[src/crce_consts.svh]
// constants of the crc engine data ports: sfr addresses, fields, reset values
`ifndef CRCE_CONSTS_SVH
`define CRCE_CONSTS_SVH
`define CRCE_ADDR_RESULT_PORT 8'h91
`define CRCE_ADDR_BYTE_INPUT 8'h93
`define CRCE_ADDR_CONTROL 8'h92
`define CRCE_ADDR_AUTO 8'h96
`define CRCE_CTL_POLY_BIT 4
`define CRCE_CTL_INIT_BIT 3
`define CRCE_CTL_VAL_BIT 2
`define CRCE_AUTO_EN_BIT 7
`define CRCE_AUTO_DONE_BIT 6
`define CRCE_POLY32 32'h04C11DB7
`define CRCE_POLY16 16'h1021
`define CRCE_RESET_BYTE 8'h00
`define CRCE_RESET_RESULT 32'h00000000
`define CRCE_INIT_ONES 32'hFFFFFFFF
`define CRCE_FETCH_HAZARD_SLOT 2'h3
`endif

[src/crce_pkg.sv]
// types of the crc engine data ports
package crce_pkg;
   typedef struct packed {
      logic wr;
      logic rd;
      logic [7:0] addr;
      logic [7:0] wdata;
   } crce_sfr_req_t;
   typedef enum logic [0:0] {
      CRCE_IDLE,
      CRCE_AUTO_START
   } crce_state_t;
   typedef struct packed {
      logic [31:0] result_reg;
      logic [1:0] result_byte_pointer_reg;
      logic polynomial_width_select_reg;
      logic init_value_select_reg;
      logic auto_sector_check_enable_reg;
      logic [5:0] start_sector_reg;
      logic [7:0] crc_byte_input_reg;
      logic [7:0] rdata_reg;
      logic [1:0] fetch_count_reg;
      crce_state_t state_reg;
   } crce_state_struct_t;
endpackage
[src/crce_byte_fold.sv]
// one-byte msb-first crc update for the 32-bit or 16-bit generator
`timescale 1ns/1ns
module crce_byte_fold import crce_pkg::*; #(
   parameter int WIDTH = 32
) (
   input wire logic [31:0] crc_in,
   input wire logic [7:0] data_in,
   input wire logic poly16,
   output logic [31:0] crc_out
);
`include "crce_consts.svh"
   // the fold is written for the 32-bit result register only
   if (WIDTH != 32) begin : g_width_check
      $error("crce_byte_fold serves only 32 bits");
   end
   // ==========================================================
   // shift-and-xor, eight steps unrolled by a loop
   always_comb begin
      logic [31:0] c;
      logic fb;
      c = crc_in;
      fb = 1'b0;
      for (int i = 7; i >= 0; i--) begin
         if (poly16) begin
            fb = c[15] ^ data_in[i];
            c = {16'h0000, c[14:0], 1'b0} ^
               (fb ? {16'h0000, `CRCE_POLY16} : 32'h00000000);
         end else begin
            fb = c[31] ^ data_in[i];
            c = {c[30:0], 1'b0} ^ (fb ? `CRCE_POLY32 : 32'h00000000);
         end
      end
      crc_out = c;
   end
endmodule // crce_byte_fold

[src/crce_data_ports.sv]
// crc engine data ports: input byte fold, result byte port, control
// ==========================================================
// Overview of operation
// - pointer steps by one, wrapping, on each result port read or write
// - 32-bit mode: pointer 0..3 picks result bytes 0..3
// - 16-bit mode: pointers 00/10 pick low byte, 01/11 high byte
// - third opcode byte fetched after auto start may be undefined
// - each input byte write folds into the result; register readable
// - result port reads pointed byte, writes replace exactly that byte
// - polynomial select: clear 32-bit 0x04C11DB7, set 16-bit 0x1021
// - init strobe loads zeros or ones by value select
// - with auto enable set, any control write starts an auto crc
`timescale 1ns/1ns
module crce_data_ports import crce_pkg::*; (
   input wire logic mclk,
   input wire logic rst,
   input wire logic clk_en,
   input wire crce_sfr_req_t sfr_req,
   input wire logic code_fetch,
   input wire logic [7:0] code_byte_in,
   output logic [7:0] sfr_rdata,
   output logic [7:0] code_byte_out,
   output logic code_byte_undefined,
   output logic auto_start,
   output logic [5:0] auto_start_sector,
   output logic [31:0] crc_result
);
`include "crce_consts.svh"
   crce_state_struct_t s_reg;
   crce_state_struct_t s_next;
   logic [31:0] folded;
   logic [7:0] sel_byte;
   logic [4:0] sel_shift;
   logic ctl_wr;
   // ==========================================================
   // datapath
   crce_byte_fold #(.WIDTH(32)) u_fold (
      .crc_in(s_reg.result_reg),
      .data_in(sfr_req.wdata),
      .poly16(s_reg.polynomial_width_select_reg),
      .crc_out(folded)
   );
   always_comb begin
      // 16-bit mode ignores pointer bit 1
      if (s_reg.polynomial_width_select_reg) begin
         sel_shift = {1'b0, s_reg.result_byte_pointer_reg[0], 3'b000};
      end else begin
         sel_shift = {s_reg.result_byte_pointer_reg, 3'b000};
      end
      sel_byte = 8'(s_reg.result_reg >> sel_shift);
   end
   assign ctl_wr = sfr_req.wr && (sfr_req.addr == `CRCE_ADDR_CONTROL);
   // ==========================================================
   // next-state logic
   always_comb begin
      s_next = s_reg;
      if (sfr_req.rd || sfr_req.wr) begin
         case (sfr_req.addr)
            `CRCE_ADDR_RESULT_PORT: s_next.rdata_reg = sel_byte;
            `CRCE_ADDR_BYTE_INPUT: s_next.rdata_reg = s_reg.crc_byte_input_reg;
            `CRCE_ADDR_CONTROL: s_next.rdata_reg = {3'b000,
               s_reg.polynomial_width_select_reg, 1'b0,
               s_reg.init_value_select_reg, s_reg.result_byte_pointer_reg};
            `CRCE_ADDR_AUTO: s_next.rdata_reg =
               {s_reg.auto_sector_check_enable_reg, 1'b1,
                s_reg.start_sector_reg};
            default: s_next.rdata_reg = `CRCE_RESET_BYTE;
         endcase
      end
      if (sfr_req.addr == `CRCE_ADDR_RESULT_PORT &&
          (sfr_req.rd || sfr_req.wr)) begin
         s_next.result_byte_pointer_reg =
            s_reg.result_byte_pointer_reg + 2'h1;
      end
      if (sfr_req.wr) begin
         case (sfr_req.addr)
            `CRCE_ADDR_RESULT_PORT: begin
               s_next.result_reg = s_reg.result_reg &
                  ~(32'h000000FF << sel_shift);
               s_next.result_reg = s_next.result_reg |
                  ({24'h000000, sfr_req.wdata} << sel_shift);
            end
            `CRCE_ADDR_BYTE_INPUT: begin
               s_next.crc_byte_input_reg = sfr_req.wdata;
               s_next.result_reg = folded;
            end
            `CRCE_ADDR_CONTROL: begin
               s_next.polynomial_width_select_reg =
                  sfr_req.wdata[`CRCE_CTL_POLY_BIT];
               s_next.init_value_select_reg = sfr_req.wdata[`CRCE_CTL_VAL_BIT];
               s_next.result_byte_pointer_reg = sfr_req.wdata[1:0];
               if (sfr_req.wdata[`CRCE_CTL_INIT_BIT]) begin
                  // the value bit of this same write decides
                  s_next.result_reg = sfr_req.wdata[`CRCE_CTL_VAL_BIT] ?
                     `CRCE_INIT_ONES : `CRCE_RESET_RESULT;
               end
            end
            `CRCE_ADDR_AUTO: begin
               s_next.auto_sector_check_enable_reg =
                  sfr_req.wdata[`CRCE_AUTO_EN_BIT];
               s_next.start_sector_reg = sfr_req.wdata[5:0];
            end
            default: s_next.rdata_reg = `CRCE_RESET_BYTE;
         endcase
      end
      // fetch hazard tracker: the third fetched byte after an auto start
      case (s_reg.state_reg)
         CRCE_IDLE: begin
            if (ctl_wr && s_reg.auto_sector_check_enable_reg) begin
               s_next.state_reg = CRCE_AUTO_START;
               s_next.fetch_count_reg = 2'h0;
            end
         end
         CRCE_AUTO_START: begin
            if (code_fetch) begin
               s_next.fetch_count_reg = s_reg.fetch_count_reg + 2'h1;
               if (s_reg.fetch_count_reg ==
                   `CRCE_FETCH_HAZARD_SLOT - 2'h1) begin
                  s_next.state_reg = CRCE_IDLE;
               end
            end
         end
         default: s_next.state_reg = CRCE_IDLE;
      endcase
   end
   // ==========================================================
   // state register
   always_ff @(posedge mclk) begin
      if (rst) begin
         s_reg <= '{result_reg: `CRCE_RESET_RESULT,
            result_byte_pointer_reg: 2'h0,
            polynomial_width_select_reg: 1'b0,
            init_value_select_reg: 1'b0,
            auto_sector_check_enable_reg: 1'b0,
            start_sector_reg: 6'h00,
            crc_byte_input_reg: `CRCE_RESET_BYTE,
            rdata_reg: `CRCE_RESET_BYTE,
            fetch_count_reg: 2'h0,
            state_reg: CRCE_IDLE};
      end else if (clk_en) begin
         s_reg <= s_next;
      end
   end
   // ==========================================================
   // outputs
   // the hazard byte is replaced by 0xFF and marked undefined;
   // software keeps it harmless by placing a dummy 3-byte move there
   assign code_byte_undefined = (s_reg.state_reg == CRCE_AUTO_START) &&
      code_fetch &&
      (s_reg.fetch_count_reg == `CRCE_FETCH_HAZARD_SLOT - 2'h1);
   assign code_byte_out = code_byte_undefined ? 8'hFF : code_byte_in;
   assign auto_start = ctl_wr && clk_en && s_reg.auto_sector_check_enable_reg;
   assign auto_start_sector = s_reg.start_sector_reg;
   assign sfr_rdata = s_reg.rdata_reg;
   assign crc_result = s_reg.result_reg;
   // ==========================================================
   // assertions
   property p_ptr_step;
      @(posedge mclk) disable iff (rst)
      clk_en && (sfr_req.rd || sfr_req.wr) &&
      sfr_req.addr == `CRCE_ADDR_RESULT_PORT |=>
      s_reg.result_byte_pointer_reg ==
      $past(s_reg.result_byte_pointer_reg) + 2'h1;
   endproperty
   a_ptr_step: assert property (p_ptr_step)
      else $error("pointer did not step");
   property p_read32;
      @(posedge mclk) disable iff (rst)
      clk_en && sfr_req.rd && !s_reg.polynomial_width_select_reg &&
      sfr_req.addr == `CRCE_ADDR_RESULT_PORT |=>
      sfr_rdata == 8'($past(s_reg.result_reg) >>
      {$past(s_reg.result_byte_pointer_reg), 3'b000});
   endproperty
   a_read32: assert property (p_read32)
      else $error("wrong 32-bit result byte");
   property p_read16;
      @(posedge mclk) disable iff (rst)
      clk_en && sfr_req.rd && s_reg.polynomial_width_select_reg &&
      sfr_req.addr == `CRCE_ADDR_RESULT_PORT |=>
      sfr_rdata == ($past(s_reg.result_byte_pointer_reg[0]) ?
      $past(s_reg.result_reg[15:8]) : $past(s_reg.result_reg[7:0]));
   endproperty
   a_read16: assert property (p_read16)
      else $error("wrong 16-bit result byte");
   property p_fold;
      @(posedge mclk) disable iff (rst)
      clk_en && sfr_req.wr && sfr_req.addr == `CRCE_ADDR_BYTE_INPUT |=>
      crc_result == $past(folded) &&
      s_reg.crc_byte_input_reg == $past(sfr_req.wdata);
   endproperty
   a_fold: assert property (p_fold)
      else $error("input byte not folded");
   property p_init;
      @(posedge mclk) disable iff (rst)
      clk_en && ctl_wr && sfr_req.wdata[`CRCE_CTL_INIT_BIT] |=>
      crc_result == ($past(sfr_req.wdata[`CRCE_CTL_VAL_BIT]) ?
      `CRCE_INIT_ONES : `CRCE_RESET_RESULT);
   endproperty
   a_init: assert property (p_init)
      else $error("init value wrong");
   property p_poly;
      @(posedge mclk) disable iff (rst)
      clk_en && ctl_wr |=> s_reg.polynomial_width_select_reg ==
      $past(sfr_req.wdata[`CRCE_CTL_POLY_BIT]);
   endproperty
   a_poly: assert property (p_poly)
      else $error("polynomial select not taken");
   property p_auto;
      @(posedge mclk) disable iff (rst)
      clk_en && ctl_wr && s_reg.auto_sector_check_enable_reg |->
      auto_start ##1 s_reg.state_reg == CRCE_AUTO_START;
   endproperty
   a_auto: assert property (p_auto)
      else $error("auto crc not started");
   property p_port_wr;
      @(posedge mclk) disable iff (rst)
      clk_en && sfr_req.wr && !s_reg.polynomial_width_select_reg &&
      sfr_req.addr == `CRCE_ADDR_RESULT_PORT &&
      s_reg.result_byte_pointer_reg == 2'h0 |=>
      crc_result == {$past(s_reg.result_reg[31:8]), $past(sfr_req.wdata)};
   endproperty
   a_port_wr: assert property (p_port_wr)
      else $error("result byte write wrong");
   c_fold: cover property (@(posedge mclk) disable iff (rst)
      clk_en && sfr_req.wr && sfr_req.addr == `CRCE_ADDR_BYTE_INPUT);
   c_read16: cover property (@(posedge mclk) disable iff (rst)
      clk_en && sfr_req.rd && s_reg.polynomial_width_select_reg);
   c_hazard: cover property (@(posedge mclk) disable iff (rst)
      code_byte_undefined);
endmodule // crce_data_ports

[config.mk]
export PLATFORM = sky130hd
export DESIGN_NAME = crce_data_ports
export DESIGN_NICKNAME = d
export VERILOG_FILES = /design/src/crce_pkg.sv /design/src/crce_byte_fold.sv /design/src/crce_data_ports.sv
export VERILOG_INCLUDE_DIRS = /design/src
export SDC_FILE = /design/constraint.sdc
export NUM_CORES = 1
export LEC_CHECK = 0
export ABC_AREA = 0
export BUFFER_PORTS_ARGS = -buffer_cell sky130_fd_sc_hd__buf_2
export CAP_MARGIN = 40
export CORE_MARGIN = 2
export CORE_UTILIZATION = 40
export DETAILED_ROUTE_END_ITERATION = 10
export GPL_ROUTABILITY_DRIVEN = 0
export GPL_TIMING_DRIVEN = 0
export HOLD_SLACK_MARGIN = 0.03
export PLACE_DENSITY = 0.67
export SETUP_SLACK_MARGIN = 0.3
export SLEW_MARGIN = 25
export SYNTH_ARGS = -nofsm -noshare
export SYNTH_HDL_FRONTEND = slang
export SYNTH_SLANG_ARGS = --single-unit
export TNS_END_PERCENT = 10
[constraint.sdc]
create_clock -name mclk -period 6.8 [get_ports mclk]
set_input_delay 0.68 -clock mclk [delete_from_list [all_inputs] [get_ports mclk]]
set_output_delay 0.68 -clock mclk [all_outputs]
set_load 0.05 [all_outputs]
# == Word level (Yosys, flattened, before mapping) ==
# Index checks and enable logic that the tools add are counted.
# totals
regBits,62
input_bits,30
output_inout_bits,56
elab_cells,115
# classes
add_sub_neg,2
n_eq_ne,8
shifts,3
muxes,41
n_bitwise,36
reduce_logical,15
# ops
cell,n
two-way mux 32 bit,10
two-way mux 27 bit,9
bitwise XOR 16 x 32 -> 32 bit,7
bitwise XOR 32 bit,7
two-way mux 13 bit,8
one-hot mux 32 bit (3 select lines),1
AND 32 bit,1
"equality test 8 bit, second input constant",4
two-way mux 8 bit,4
inverter 32 bit,1
OR 32 bit,1
one-hot mux 8 bit (4 select lines),1
left shift 8 x 5 -> 32 bit,1
"left shift 8 x 5 -> 32 bit, first input constant",1
right shift 32 x 5 -> 8 bit,1
bitwise XOR 32 x 27 -> 32 bit,1
bitwise XOR 1 bit,16
bitwise XOR 16 x 13 -> 16 bit,1
AND reduction 3 bit,4
logical AND 1 bit,7
two-way mux 7 bit,1
two-way mux 3 bit,2
"inequality test 2 bit, second input constant",3
one-hot mux 3 bit (2 select lines),1
other kinds (11),12

# == Longest topological paths before layout ==
# Gate-level depths: netlist (run 1).
# logic_depth
depth_word,33
depth_mapped,10

# == Modules after synthesis ==
# From an unflattened synthesis (run 1), not the netlist that was laid out.
# unflattened
hier_cells,674
hier_area_um2,5748.0
# modules_own_cells
module,instances,cells_per_inst,area_each_um2
crce_data_ports,1,472,4259.1
crce_byte_fold,1,202,1488.9

# == Least setup slack after synthesis (run 1) ==
# No wires, ideal clock.
# synth_path
path_type,input to register
from,in sfr_req[14] (netlist bit)
to,reg s_reg[1] (netlist bit)
setup_time_ns,0.115
arrival_ns,3.571
setup_slack_ns,3.115
stages,7
path_buffers,1
cell_sequence,nand4bb_1 or3_1 clkbuf_1 nor4_1 nand2b_1 and3_1 o21a_1
# synth_between
elab_chain_len,5
# synth_rtl
item,line_no,source
"start, declared",crce_data_ports.sv:18,"input wire crce_sfr_req_t sfr_req,"
equality test 8 bit,n/a,
logical AND 1 bit,crce_data_ports.sv:52,assign ctl_wr = sfr_req.wr && (sfr_req.addr == `CRCE_ADDR_CONTROL);
logical AND 1 bit,crce_data_ports.sv:109,if (ctl_wr && s_reg.auto_sector_check_enable_reg) begin
inequality test 2 bit (no source line),n/a,
AND reduction 3 bit (no source line),n/a,
"end signal, assigned",crce_data_ports.sv:130,"s_reg <= '{result_reg: `CRCE_RESET_RESULT,"
"end signal, assigned",crce_data_ports.sv:141,s_reg <= s_next;
"end, declared",crce_data_ports.sv:29,crce_state_struct_t s_reg;
# Every way passes these cells.
# A chain may end at the register's enable or synchronous reset.

# == Worst setup path in the final report (run 1) ==
# layout_path
from,in sfr_req[14] (netlist bit)
to,reg s_reg (netlist bit crc_result[26])
# layout_between
elab_chain_len,3
word_cells_on_any_way,7
classes_between,eq/ne (4); mux (1); reduce/logical (2)
# layout_rtl
item,line_no,source
equality test 8 bit,crce_data_ports.sv:76,case (sfr_req.addr)
inequality test 2 bit (no source line) or nonzero test 3 bit (tied branches),n/a,
AND reduction 4 bit (no source line),n/a,
# Several ways; a longest one is shown, not always the timed one.

==> results of run 1 <==
==> tightest hold or removal path, delay by kind of cell, from the launching register on <==
family | cells | cell delay, ps
AO/OA/AOI/OAI | 1 | 50
AND/OR/NAND/NOR | 1 | 50
flip-flops | 1 | 300
==> per-layer routing <==
layer	share of wire	vias up
li1	-	2501
met1	0.39	2501
met2	0.43	376
met3	0.13	76
met4	0.051	0
met5	0	-
==> layout make-up <==
cell class                 instances  area [sq um]  share of cell area
buffer                            98           557              0.0865
clock buffer                      10           239              0.0371
clock inverter                     6          70.1              0.0109
timing repair buffer              84           422              0.0655
tap                              176           220              0.0342
sequential                        62          1240               0.193
inverter                          13          48.8             0.00758
multi-input combinational        498          3640               0.565
==> power by group through the flow <==
stage / combinational (W) / clock, W / sequential (W)
floorplan: 0.000167 / 0 / 0.000375
global placement: 0.000220 / 0 / 0.000376
detailed placement: 0.000222 / 0 / 0.000376
CTS: 0.000223 / 0.000487 / 0.000368
global route: 0.000241 / 0.000502 / 0.000368
finish: 0.000228 / 0.000485 / 0.000368
==> kinds of logic (layout without fill, tap and decap cells) <==
family / count (synthesis) / after routing
and+or+nand+nor: 182 / 182
AOI/OAI and AO/OA: 168 / 168
buffers and inverters: 111 / 211
xor gates and xnor gates: 107 / 107
DFF: 62 / 62
muxes: 40 / 40
adders and majority gates: 1 / 1
==> through the flow <==
step	instance area, sq um	util	hold slack [ps]	worst slack (ps)
finish	6430	0.484	454	3490
global route	6430	0.484	487	3380
CTS	6430	0.484	454	3630
detailed placement	6120	0.460	447	3290
global placement	6100	0.459	439	3210
floorplan	5470	-	427	3110
==> cells in the final DEF (no fill, tap or decap), types with 6 or more instances in the layout <==
| cell | count |
|---|---|
| a221oi_1 | 12 |
| inv_1 | 13 |
| xor2_1 | 22 |
| o21ai_1 | 11 |
| nand2_1 | 66 |
| buf_4 | 48 |
| mux4_2 | 7 |
| xnor2_1 | 65 |
| nand2b_1 | 12 |
| nor2b_1 | 8 |
| clkbuf_16 | 9 |
| buf_2 | 86 |
| dfxtp_1 | 62 |
| nand3_1 | 18 |
| clkbuf_1 | 43 |
| a22oi_1 | 8 |
| xnor3_1 | 10 |
| o21ai_0 | 37 |
| or3_1 | 6 |
| a21oi_1 | 55 |
| nor2_1 | 49 |
| mux2i_1 | 29 |
==> worst min path at each step <==
stage / start / endpoint / slack (ps)
floorplan: s_reg[14] / sfr_rdata[3] / 430
global route: s_reg[16] / sfr_rdata[5] / 490
CTS: s_reg[16] / sfr_rdata[5] / 450
finish: s_reg[16] / sfr_rdata[5] / 450
detailed placement: s_reg[16] / sfr_rdata[5] / 450
global placement: s_reg[16] / sfr_rdata[5] / 440
==> run_results.csv, run 1 <==
group,metric,value,unit
pwr,swShare,0.298,
placement,hpwl,14.0,mm
yosys,synth.area.mux_share,0.0935,
sta,rsz0062_at_grt,"no",
setup_path,worst-path-max-fanout,10,
yosys,synth-edff-count,0,
detailed_routing,drt_first_pass_iters,6,
pwr,ir_worst_vdd,0.000107,V
setup_path,r2r_setup_slack,3540,ps
yosys,synth-simple-area-share,0.154,
clocking,cts_buffer_depth,2,
setup_path,cp-end-kind,"register",
yosys,ys_top_cells_by_area,"dfxtp_1 (23%), xnor2_1 (10%), buf_4 (6.4%)",
sta,fin_crit_sh,0.487,
status,outcome,"completed",
setup_path,cp_cell_sequence,"buf_2 -> nand4bb_1 -> or4b_1 -> clkbuf_1 -> a21oi_1 -> buf_4 -> clkbuf_1 -> o21ai_0 -> a22oi_1 -> nor2_1",
yosys,synth_xor_area_frac,0.223,
grt,busiest_layer,"met2",
yosys,synth_fa_ha_area_frac,0.00229,
pwr,clockPowerShare,0.448,
yosys,syn_nets,702,
sta,max_freq,302,MHz
grt,use_met3,0.0827,
clocking,cts_setup_buffers,0,
pwr,total_power,0.00108,W
die,rows,42,
grt,antenna_found_initial,0,
grt,grt_max_degree,13,
pwr,p_int,0.000759,W
setup_path,crit_path_start,"sfr_req[14]",
setup_path,cp-start-kind,"input port",
pwr,switchingPower,0.000322,W
setup_path,critical_path.top_delay_family,"buffers and inverters",
detailed_routing,via_per_inst,5.76,
die,start_util,0.412,
setup_path,r2r_cells,9,
cells_and_area,drive_gt1_frac,0.220,
die,ios,86,
clocking,htreeDepth,3,
yosys,synth_commonest_cells,"nand2_1 (66), xnor2_1 (65), dfxtp_1 (62)",
sta,maxSlewViolCount,0,
yosys,synth-compound-area-share,0.190,
yosys,synth_cell_type_count,59,
worst_hold_path,hp-class,"register to register",
setup_path,cp.depth,10,
setup_path,slowest_delay,550,ps
sta,worst_slew_margin_rel,0.419,
detailed_routing,routedWlPerCell,20.1,um
setup_path,r2r_start,"s_reg[27]",
cells_and_area,syn_to_final_growth,17.6,%
yosys,synth-seq-cells,62,
clocking,cts_tree,"built",
setup_path,critPathSlowestCell,"or4b_1",
clocking,cts_hold_buf,0,
sta,setup_viol,0,
cells_and_area,fillers,1334,
cells_and_area,stdcell_count,947,
yosys,yosysTopAreaCellShare,0.227,
yosys,synth.avg_cell_area,8.15,sq um
detailed_routing,drt-initial-drc-count,774,
pwr,powerDensity,168,mW/mm^2
worst_hold_path,hold_path_depth,2,
yosys,synth_top_area_cell,"dfxtp_1",
die,die_h,121,um
yosys,syn-instance-count,671,
die,coreArea,0.0133,sq mm
yosys,synth_top_family_by_area,"XOR/XNOR gates",
clocking,clk_pin_slew,60,ps
die,fp.dieW,121,um
grt,grt_pass1_vias,4982,
pwr,p_seq_frac,0.340,
placement,dp.cells,930,
setup_path,worst_path_most_repeated_cell,"clkbuf_1",
grt,use_met2,0.397,
yosys,netlist_area,0.00547,sq mm
clocking,clock_latency,340,ps
cells_and_area,final_nets,797,
setup_path,path_buf_inv,4,
job,drv_cap,0,
cells_and_area,n_antenna_cell,0,
die,dieArea,0.0146,sq mm
sta,fin_crit,3310,ps
clocking,post_cts_resized,0,
sta,fin_tns_setup,0,ps
setup_path,worstPathArrival,3520,ps
cells_and_area,largest_register_ffs,32,
pwr,p_leak,2.71,nW
setup_path,worstReg2RegEnd,"crc_result[5]",
sta,hold_violations,0,
yosys,yosysSeqAreaShare,0.227,
sta,fin_skew,3.23,ps
yosys,yosys_warnings,0,
clocking,cts_buffers,9,
detailed_routing,vias,5454,
detailed_routing,drc,0,
sta,worst_slew_pin_slew,865,ps
grt,grtUsageTotal,0.264,
detailed_routing,routed_wl,19.0,mm
clocking,cts_sinks,62,
setup_path,path_class,"input port to register",
yosys,synth_most_common_cell,"nand2_1",
setup_path,worstPathRequired,7010,ps
setup_path,critPathCapture,"crc_result[26]",
detailed_routing,postRouteAntennaNets,0,
clocking,cts-root-buf,"clkbuf_16",
placement,io_buffer_count,82,
grt,grt_first_pass_wirelength,29.1,mm
grt,met1_usage,0.339,
pwr,p_comb_frac,0.211,
grt,grt_overflow_total,0,
yosys,synthFlopType,"dfxtp_1",
yosys,ys_async_sr_fraction,0,
Note: power is estimated with default switching activity, not from simulation.
==> inputs of run 2 (changes only) <==
--- a/config.mk
+++ b/config.mk
@@ -6,7 +6,7 @@
 export SDC_FILE = /design/constraint.sdc
 export NUM_CORES = 1
 export LEC_CHECK = 0
-export ABC_AREA = 0
+export ABC_AREA = 1
 export BUFFER_PORTS_ARGS = -buffer_cell sky130_fd_sc_hd__buf_2
 export CAP_MARGIN = 40
 export CORE_MARGIN = 2
@@ -15,7 +15,7 @@
 export GPL_ROUTABILITY_DRIVEN = 0
 export GPL_TIMING_DRIVEN = 0
 export HOLD_SLACK_MARGIN = 0.03
-export PLACE_DENSITY = 0.67
+export PLACE_DENSITY = 0.69
 export SETUP_SLACK_MARGIN = 0.3
 export SLEW_MARGIN = 25
 export SYNTH_ARGS = -nofsm -noshare
==> constraint.sdc (replaced) <==
create_clock -name mclk -period 2.7 [get_ports mclk]
set_input_delay 0.27 -clock mclk [delete_from_list [all_inputs] [get_ports mclk]]
set_output_delay 0.27 -clock mclk [all_outputs]
set_load 0.05 [all_outputs]
==> run 2 against run 1 <==
Register-to-register slack got worse by 3200 ps. Hold slack got worse by 150 ps. Clock-buffer cell count did not move. Sequential share of layout area fell by 0.19 points. Die area barely moved. Clock power rose to 2.5 times the previous value. Critical path type is now register to register. Final cell count rose by 25%.
==> run_results.csv, run 2 <==
group,metric,value,unit
setup_path,worstPathArrival,2610,ps
sta,rsz0062_at_grt,"no",
setup_path,cp_cell_sequence,"inv_2 -> buf_12 -> buf_8 -> nand3_2 -> nand2_2 -> inv_1 -> nand2_1 -> nand2_1 -> nand2_2 -> nand2_1 -> nand2_1 -> nand3_1 -> nand2_1 -> nand3_1 -> a21oi_1",
sta,max_freq,427,MHz
cells_and_area,fillers,1376,
cells_and_area,layout_commonest_cell,"nand2_1",
clocking,cts_sinks,62,
yosys,synth_fa_ha_area_frac,0.00229,
placement,hpwl,15.5,mm
yosys,yosysSeqAreaShare,0.227,
sta,worst_slew_margin_rel,0.489,
clocking,htreeDepth,3,
sta,worst_slew_pin_slew,767,ps
yosys,synth_commonest_cells,"nand2_1 (261), inv_1 (81), a21oi_1 (79)",
pwr,p_int,0.00182,W
setup_path,cp-start-kind,"register",
clocking,clock_latency,340,ps
grt,grtUsageTotal,0.280,
cells_and_area,final_cell_mix,"nand2_1 (256), buf_2 (94), inv_1 (81)",
yosys,synth_xor_area_frac,0.0638,
pwr,swShare,0.310,
sta,hold_violations,0,
yosys,synth_cell_type_count,42,
grt,grt_max_degree,13,
worst_hold_path,hold_path_depth,4,
yosys,synth-simple-area-share,0.341,
clocking,cts-root-buf,"clkbuf_16",
yosys,syn-instance-count,908,
grt,antenna_found_initial,0,
placement,io_buffer_count,79,
cells_and_area,multi_input_area,0.00339,sq mm
pwr,p_leak,2.93,nW
yosys,netlist_area,0.00548,sq mm
sta,fin_crit,2340,ps
setup_path,worst-path-max-fanout,10,
setup_path,cp-end-kind,"register",
detailed_routing,routedWlPerCell,17.7,um
sta,setup_viol,0,
sta,worst_slack,358,ps
pwr,p_seq_frac,0.351,
die,rows,42,
detailed_routing,routed_wl,21.0,mm
detailed_routing,via_per_inst,5.54,
job,drv_cap,0,
pwr,ir_worst_vdd,0.000278,V
cells_and_area,final_nets,1037,
yosys,synth.area.mux_share,0,
yosys,ys_async_sr_fraction,0,
yosys,synth-compound-area-share,0.202,
sta,fin_skew,9.26,ps
grt,grt_overflow_total,0,
die,die_h,121,um
sta,fin_tns_setup,0,ps
detailed_routing,drt-initial-drc-count,850,
status,outcome,"completed",
clocking,clk_pin_slew,60,ps
cells_and_area,largest_register_ffs,32,
cells_and_area,seq_area,0.00125,sq mm
sta,fin_crit_sh,0.867,
die,dieArea,0.0146,sq mm
cells_and_area,n_antenna_cell,0,
pwr,total_power,0.00264,W
setup_path,worst_path_most_repeated_cell,"nand2_1",
die,coreArea,0.0133,sq mm
setup_path,worstPathRequired,2970,ps
cells_and_area,syn_to_final_growth,19.3,%
yosys,ys_top_cells_by_area,"dfxtp_1 (23%), nand2_1 (18%), a21oi_1 (7.2%)",
clocking,cts_buffer_depth,2,
setup_path,path_class,"register to register",
yosys,synth-seq-cells,62,
yosys,synthFlopType,"dfxtp_1",
placement,place_ws,117,ps
yosys,synth_top_area_cell,"dfxtp_1",
detailed_routing,drt_first_pass_iters,9,
yosys,synth_most_common_cell,"nand2_1",
yosys,yosysTopAreaCellShare,0.227,
grt,grt_first_pass_wirelength,31.4,mm
pwr,powerDensity,404,mW/mm^2
pwr,clockPowerShare,0.466,
yosys,synth-edff-count,0,
detailed_routing,vias,6578,
detailed_routing,postRouteAntennaNets,0,
detailed_routing,drc,0,
yosys,yosys_warnings,0,
grt,grt_pass1_vias,5622,
worst_hold_path,hp-class,"input port to register",
clocking,cts_hold_buf,0,
die,fp.dieW,121,um
cells_and_area,drive_gt1_frac,0.232,
pwr,p_comb_frac,0.183,
clocking,cts_buffers,9,
setup_path,critPathSlowestCell,"dfxtp_4",
yosys,syn_nets,939,
die,start_util,0.412,
yosys,synth_top_family_by_area,"simple AND/OR/NAND/NOR gates",
pwr,switchingPower,0.000817,W
setup_path,r2r_cells,15,
setup_path,slowest_delay,380,ps
die,ios,86,
clocking,cts_tree,"built",
yosys,synth.avg_cell_area,6.03,sq um
sta,maxSlewViolCount,0,
## run 2: cell count changes after synthesis, moves of 24 or more
cell	previous run	this run
a21oi_1	55	79
inv_1	13	81
mux2i_1	29	0
nand2_1	66	261
nand3_1	18	74
xnor2_1	65	6
## run 2: cell families after synthesis
| logic type | count (synthesis) |
|---|---|
| AO/OA/AOI/OAI | 196 |
| XOR/XNOR | 36 |
| adder cells (fa/ha/maj) | 1 |
| buffers and inverters | 184 |
| flip-flops | 62 |
| AND/OR/NAND/NOR | 429 |
## run 2: cell type report
type,instances,area share
well taps,176,0.0337
multi-input cells,662,0.519
repair buffers,87,0.0693
flip-flops and latches,62,0.191
plain buffers,87,0.0835
inverters,97,0.0559
clock buffers,10,0.0366
clock inverters,6,0.0107
## run 2: routing by layer
metal,global-route usage,vias to the layer above,part of all wire
li1,-,3122,-
met1,0.384,2915,0.41
met2,0.415,448,0.42
met3,0.0695,93,0.12
met4,0.123,0,0.047
met5,0,-,0
## run 2: worst max-delay path: cells and delay by family, from the launching register on
family                 cells  cell delay (ps)
AOI/OAI and AO/OA          1              140
buffers and inverters      4              580
DFF                        1              380
and+or+nand+nor           10             1140
## run 2: final timing paths
kind	start	to	slack, ps
max	s_reg[27]	crc_result[2]	360
min	rst	sfr_rdata[5]	310
max reg2reg	s_reg[27]	crc_result[2]	360
min reg2reg	s_reg[11]	s_reg[11]	460
## run 2: per-stage QoR
step	std cells	cell area (sq um)	hold WS, ps	utilization
after floorplan	908	5480	430	-
after detailed placement	1163	6090	445	0.458
final	1187	6530	306	0.491
after CTS	1179	6400	298	0.481
after global placement	1163	6090	440	0.458
after global routing	1187	6530	324	0.491
## run 2: power by group through the flow
stage	Sequential, W	Clock, W	Combinational [W]
2_1_floorplan	0.000946	0	0.000331
3_3_place_gp	0.000948	0	0.000442
3_5_place_dp	0.000948	0	0.000446
4_1_cts	0.000928	0.00123	0.000449
5_1_grt	0.000927	0.00127	0.000521
6_report	0.000927	0.00123	0.000482
## run 2: timing repair
| action | 4_1_cts | 5_1_grt |
|---|---|---|
| setup endpoints to repair | 3 | 32 |
| pin swaps | 0 | 4 |
| resized for setup | 1 | 21 |
| buffers inserted | 0 | 7 |
==> inputs of run 3 (changes only) <==
--- a/config.mk
+++ b/config.mk
@@ -15,7 +15,7 @@
 export GPL_ROUTABILITY_DRIVEN = 0
 export GPL_TIMING_DRIVEN = 0
 export HOLD_SLACK_MARGIN = 0.03
-export PLACE_DENSITY = 0.69
+export PLACE_DENSITY = 0.73
 export SETUP_SLACK_MARGIN = 0.3
 export SLEW_MARGIN = 25
 export SYNTH_ARGS = -nofsm -noshare
==> run 3 against run 2 <==
Global-route usage down 0.32 points. Highest routed layer unchanged. Worst setup slack worse by 12 ps. Critical path depth down 2. Hold slack worse by 5.1 ps. Critical endpoint is now crc_result[4]. Clock-buffer cell count up 2. Final cell count down 0.34%. Utilization down 0.20 points. Clock power up 6%. Non-clock buffer count down 4. Combinational power down 2%. Power up 2.2%.
==> run_results.csv, run 3 (synthesis gave the netlist of run 2 again) <==
group,metric,value,unit
status,outcome,"completed",
detailed_routing,drc,0,
sta,fin_tns_setup,0,ps
sta,holdWs,301,ps
detailed_routing,drt_first_pass_iters,6,
cells_and_area,final_cell_mix,"nand2_1 (255), buf_2 (93), inv_1 (81)",
pwr,p_int,0.00193,W
worst_hold_path,min_to,"sfr_rdata[1]",
setup_path,cp-start-kind,"register",
sta,fin_crit_sh,0.872,
detailed_routing,drt-initial-drc-count,939,
cells_and_area,layout_commonest_cell,"nand2_1",
clocking,cts_buffer_depth,2,
grt,grt_max_degree,12,
pwr,p_comb_frac,0.175,
detailed_routing,routed_wl,20.1,mm
worst_hold_path,min-delay-start,"rst",
grt,grt_overflow_total,0,
pwr,p_seq_frac,0.344,
cells_and_area,final_nets,1033,
sta,setup_viol,0,
grt,grtUsageTotal,0.277,
clocking,cts-root-buf,"clkbuf_16",
setup_path,cp_cell_sequence,"inv_2 -> buf_8 -> buf_8 -> nand3_2 -> nand2_2 -> xor2_2 -> nand2_2 -> xnor2_1 -> a21oi_1 -> o21ai_0 -> nand2_1 -> nand3_1 -> a21oi_1",
grt,grt_pass1_vias,5729,
detailed_routing,postRouteAntennaNets,0,
clocking,cts_buffers,9,
die,coreArea,0.0133,sq mm
clocking,cts_sinks,62,
sta,fin_crit,2350,ps
setup_path,slowest_delay,380,ps
setup_path,r2r_start,"s_reg[27]",
pwr,clockPowerShare,0.481,
placement,io_buffer_count,79,
pwr,swShare,0.284,
clocking,htreeDepth,3,
cells_and_area,n_antenna_cell,0,
placement,hpwl,15.3,mm
die,fp.dieW,121,um
die,ios,86,
sta,worst_slew_margin_rel,0.440,
cells_and_area,syn_to_final_growth,18.8,%
clocking,clk_pin_slew,50,ps
setup_path,worst-path-max-fanout,10,
sta,rsz0062_at_grt,"yes",
setup_path,r2r_setup_slack,350,ps
pwr,ir_worst_vdd,0.000264,V
die,dieArea,0.0146,sq mm
worst_hold_path,hp-class,"input port to register",
die,start_util,0.412,
setup_path,worstPathRequired,2970,ps
pwr,p_leak,2.92,nW
sta,hold_violations,0,
grt,grt_first_pass_wirelength,31.1,mm
sta,fin_skew,6.99,ps
cells_and_area,fin_util,0.489,
detailed_routing,vias,6508,
cells_and_area,drive_gt1_frac,0.228,
clocking,clock_latency,340,ps
pwr,switchingPower,0.000765,W
setup_path,critPathSlowestCell,"dfxtp_4",
clocking,cts_hold_buf,0,
cells_and_area,largest_register_ffs,32,
cells_and_area,fillers,1353,
sta,max_freq,425,MHz
setup_path,worstReg2RegEnd,"crc_result[4]",
cells_and_area,fin_area,0.00651,sq mm
setup_path,r2r_cells,13,
detailed_routing,via_per_inst,5.50,
job,drv_cap,0,
die,rows,42,
placement,place_area,0.00609,sq mm
pwr,powerDensity,414,mW/mm^2
sta,worst_slew_pin_slew,833,ps
detailed_routing,routedWlPerCell,17.0,um
clocking,cts_tree,"built",
grt,antenna_found_initial,0,
setup_path,cp-end-kind,"register",
sta,maxSlewViolCount,0,
die,die_h,121,um
setup_path,path_class,"register to register",
setup_path,worstPathArrival,2620,ps
worst_hold_path,hold_path_depth,4,
-- run 3: final cells by class --
type	instances	area, sq um	area share
Multi-Input combinational cell	662	3370	0.519
Sequential cell	62	1250	0.192
Buffer	87	541	0.0831
Timing Repair Buffer	83	425	0.0654
Inverter	97	365	0.0562
Clock buffer	12	256	0.0394
Tap cell	176	220	0.0338
Clock inverter	4	76.3	0.0117
-- run 3: repair_timing --
action | 4_1_cts | 5_1_grt
buffers inserted | 0 | 4
setup endpoints to repair | 2 | 31
pin swaps | 0 | 3
resized for setup | 1 | 19
-- run 3: layer usage --
metal  part of all wire  global-route usage  up-vias
li1                   -                   -     3115
met1               0.41               0.378     2857
met2               0.42               0.410      443
met3               0.12              0.0564       93
met4              0.055               0.145        0
met5                  0                   0        -
-- run 3: power groups by stage --
stage | Sequential (W) | Combinational, W | Clock (W)
final | 0.000927 | 0.000472 | 0.00130
after global routing | 0.000927 | 0.000513 | 0.00135
after CTS | 0.000928 | 0.000448 | 0.00131
after detailed placement | 0.000948 | 0.000445 | 0
after global placement | 0.000948 | 0.000441 | 0
after floorplan | 0.000946 | 0.000331 | 0
-- run 3: worst max-delay path by stage --
stage	startpoint	to	slack (ps)
after detailed placement	sfr_req[13]	crc_result[2]	160
after global routing	s_reg[27]	crc_result[6]	260
after CTS	s_reg[27]	crc_result[8]	290
after global placement	s_reg[27]	sfr_rdata[6]	190
after floorplan	sfr_req[13]	s_reg[1]	380
final	s_reg[27]	crc_result[4]	350
-- run 3: critical path, delay by kind of cell (launching register included) --
family	cells	cell delay (ps)
AOI/OAI and AO/OA	3	360
xor gates and xnor gates	2	460
buffers and inverters	3	390
and+or+nand+nor	5	680
DFF	1	380
-- run 3: per-stage QoR --
stage	setup WS [ps]	cells	power [W]
3_3_place_gp	192	1163	0.00139
2_1_floorplan	377	908	0.00128
3_5_place_dp	164	1163	0.00139
4_1_cts	286	1179	0.00269
6_report	346	1183	0.00270
5_1_grt	260	1183	0.00279
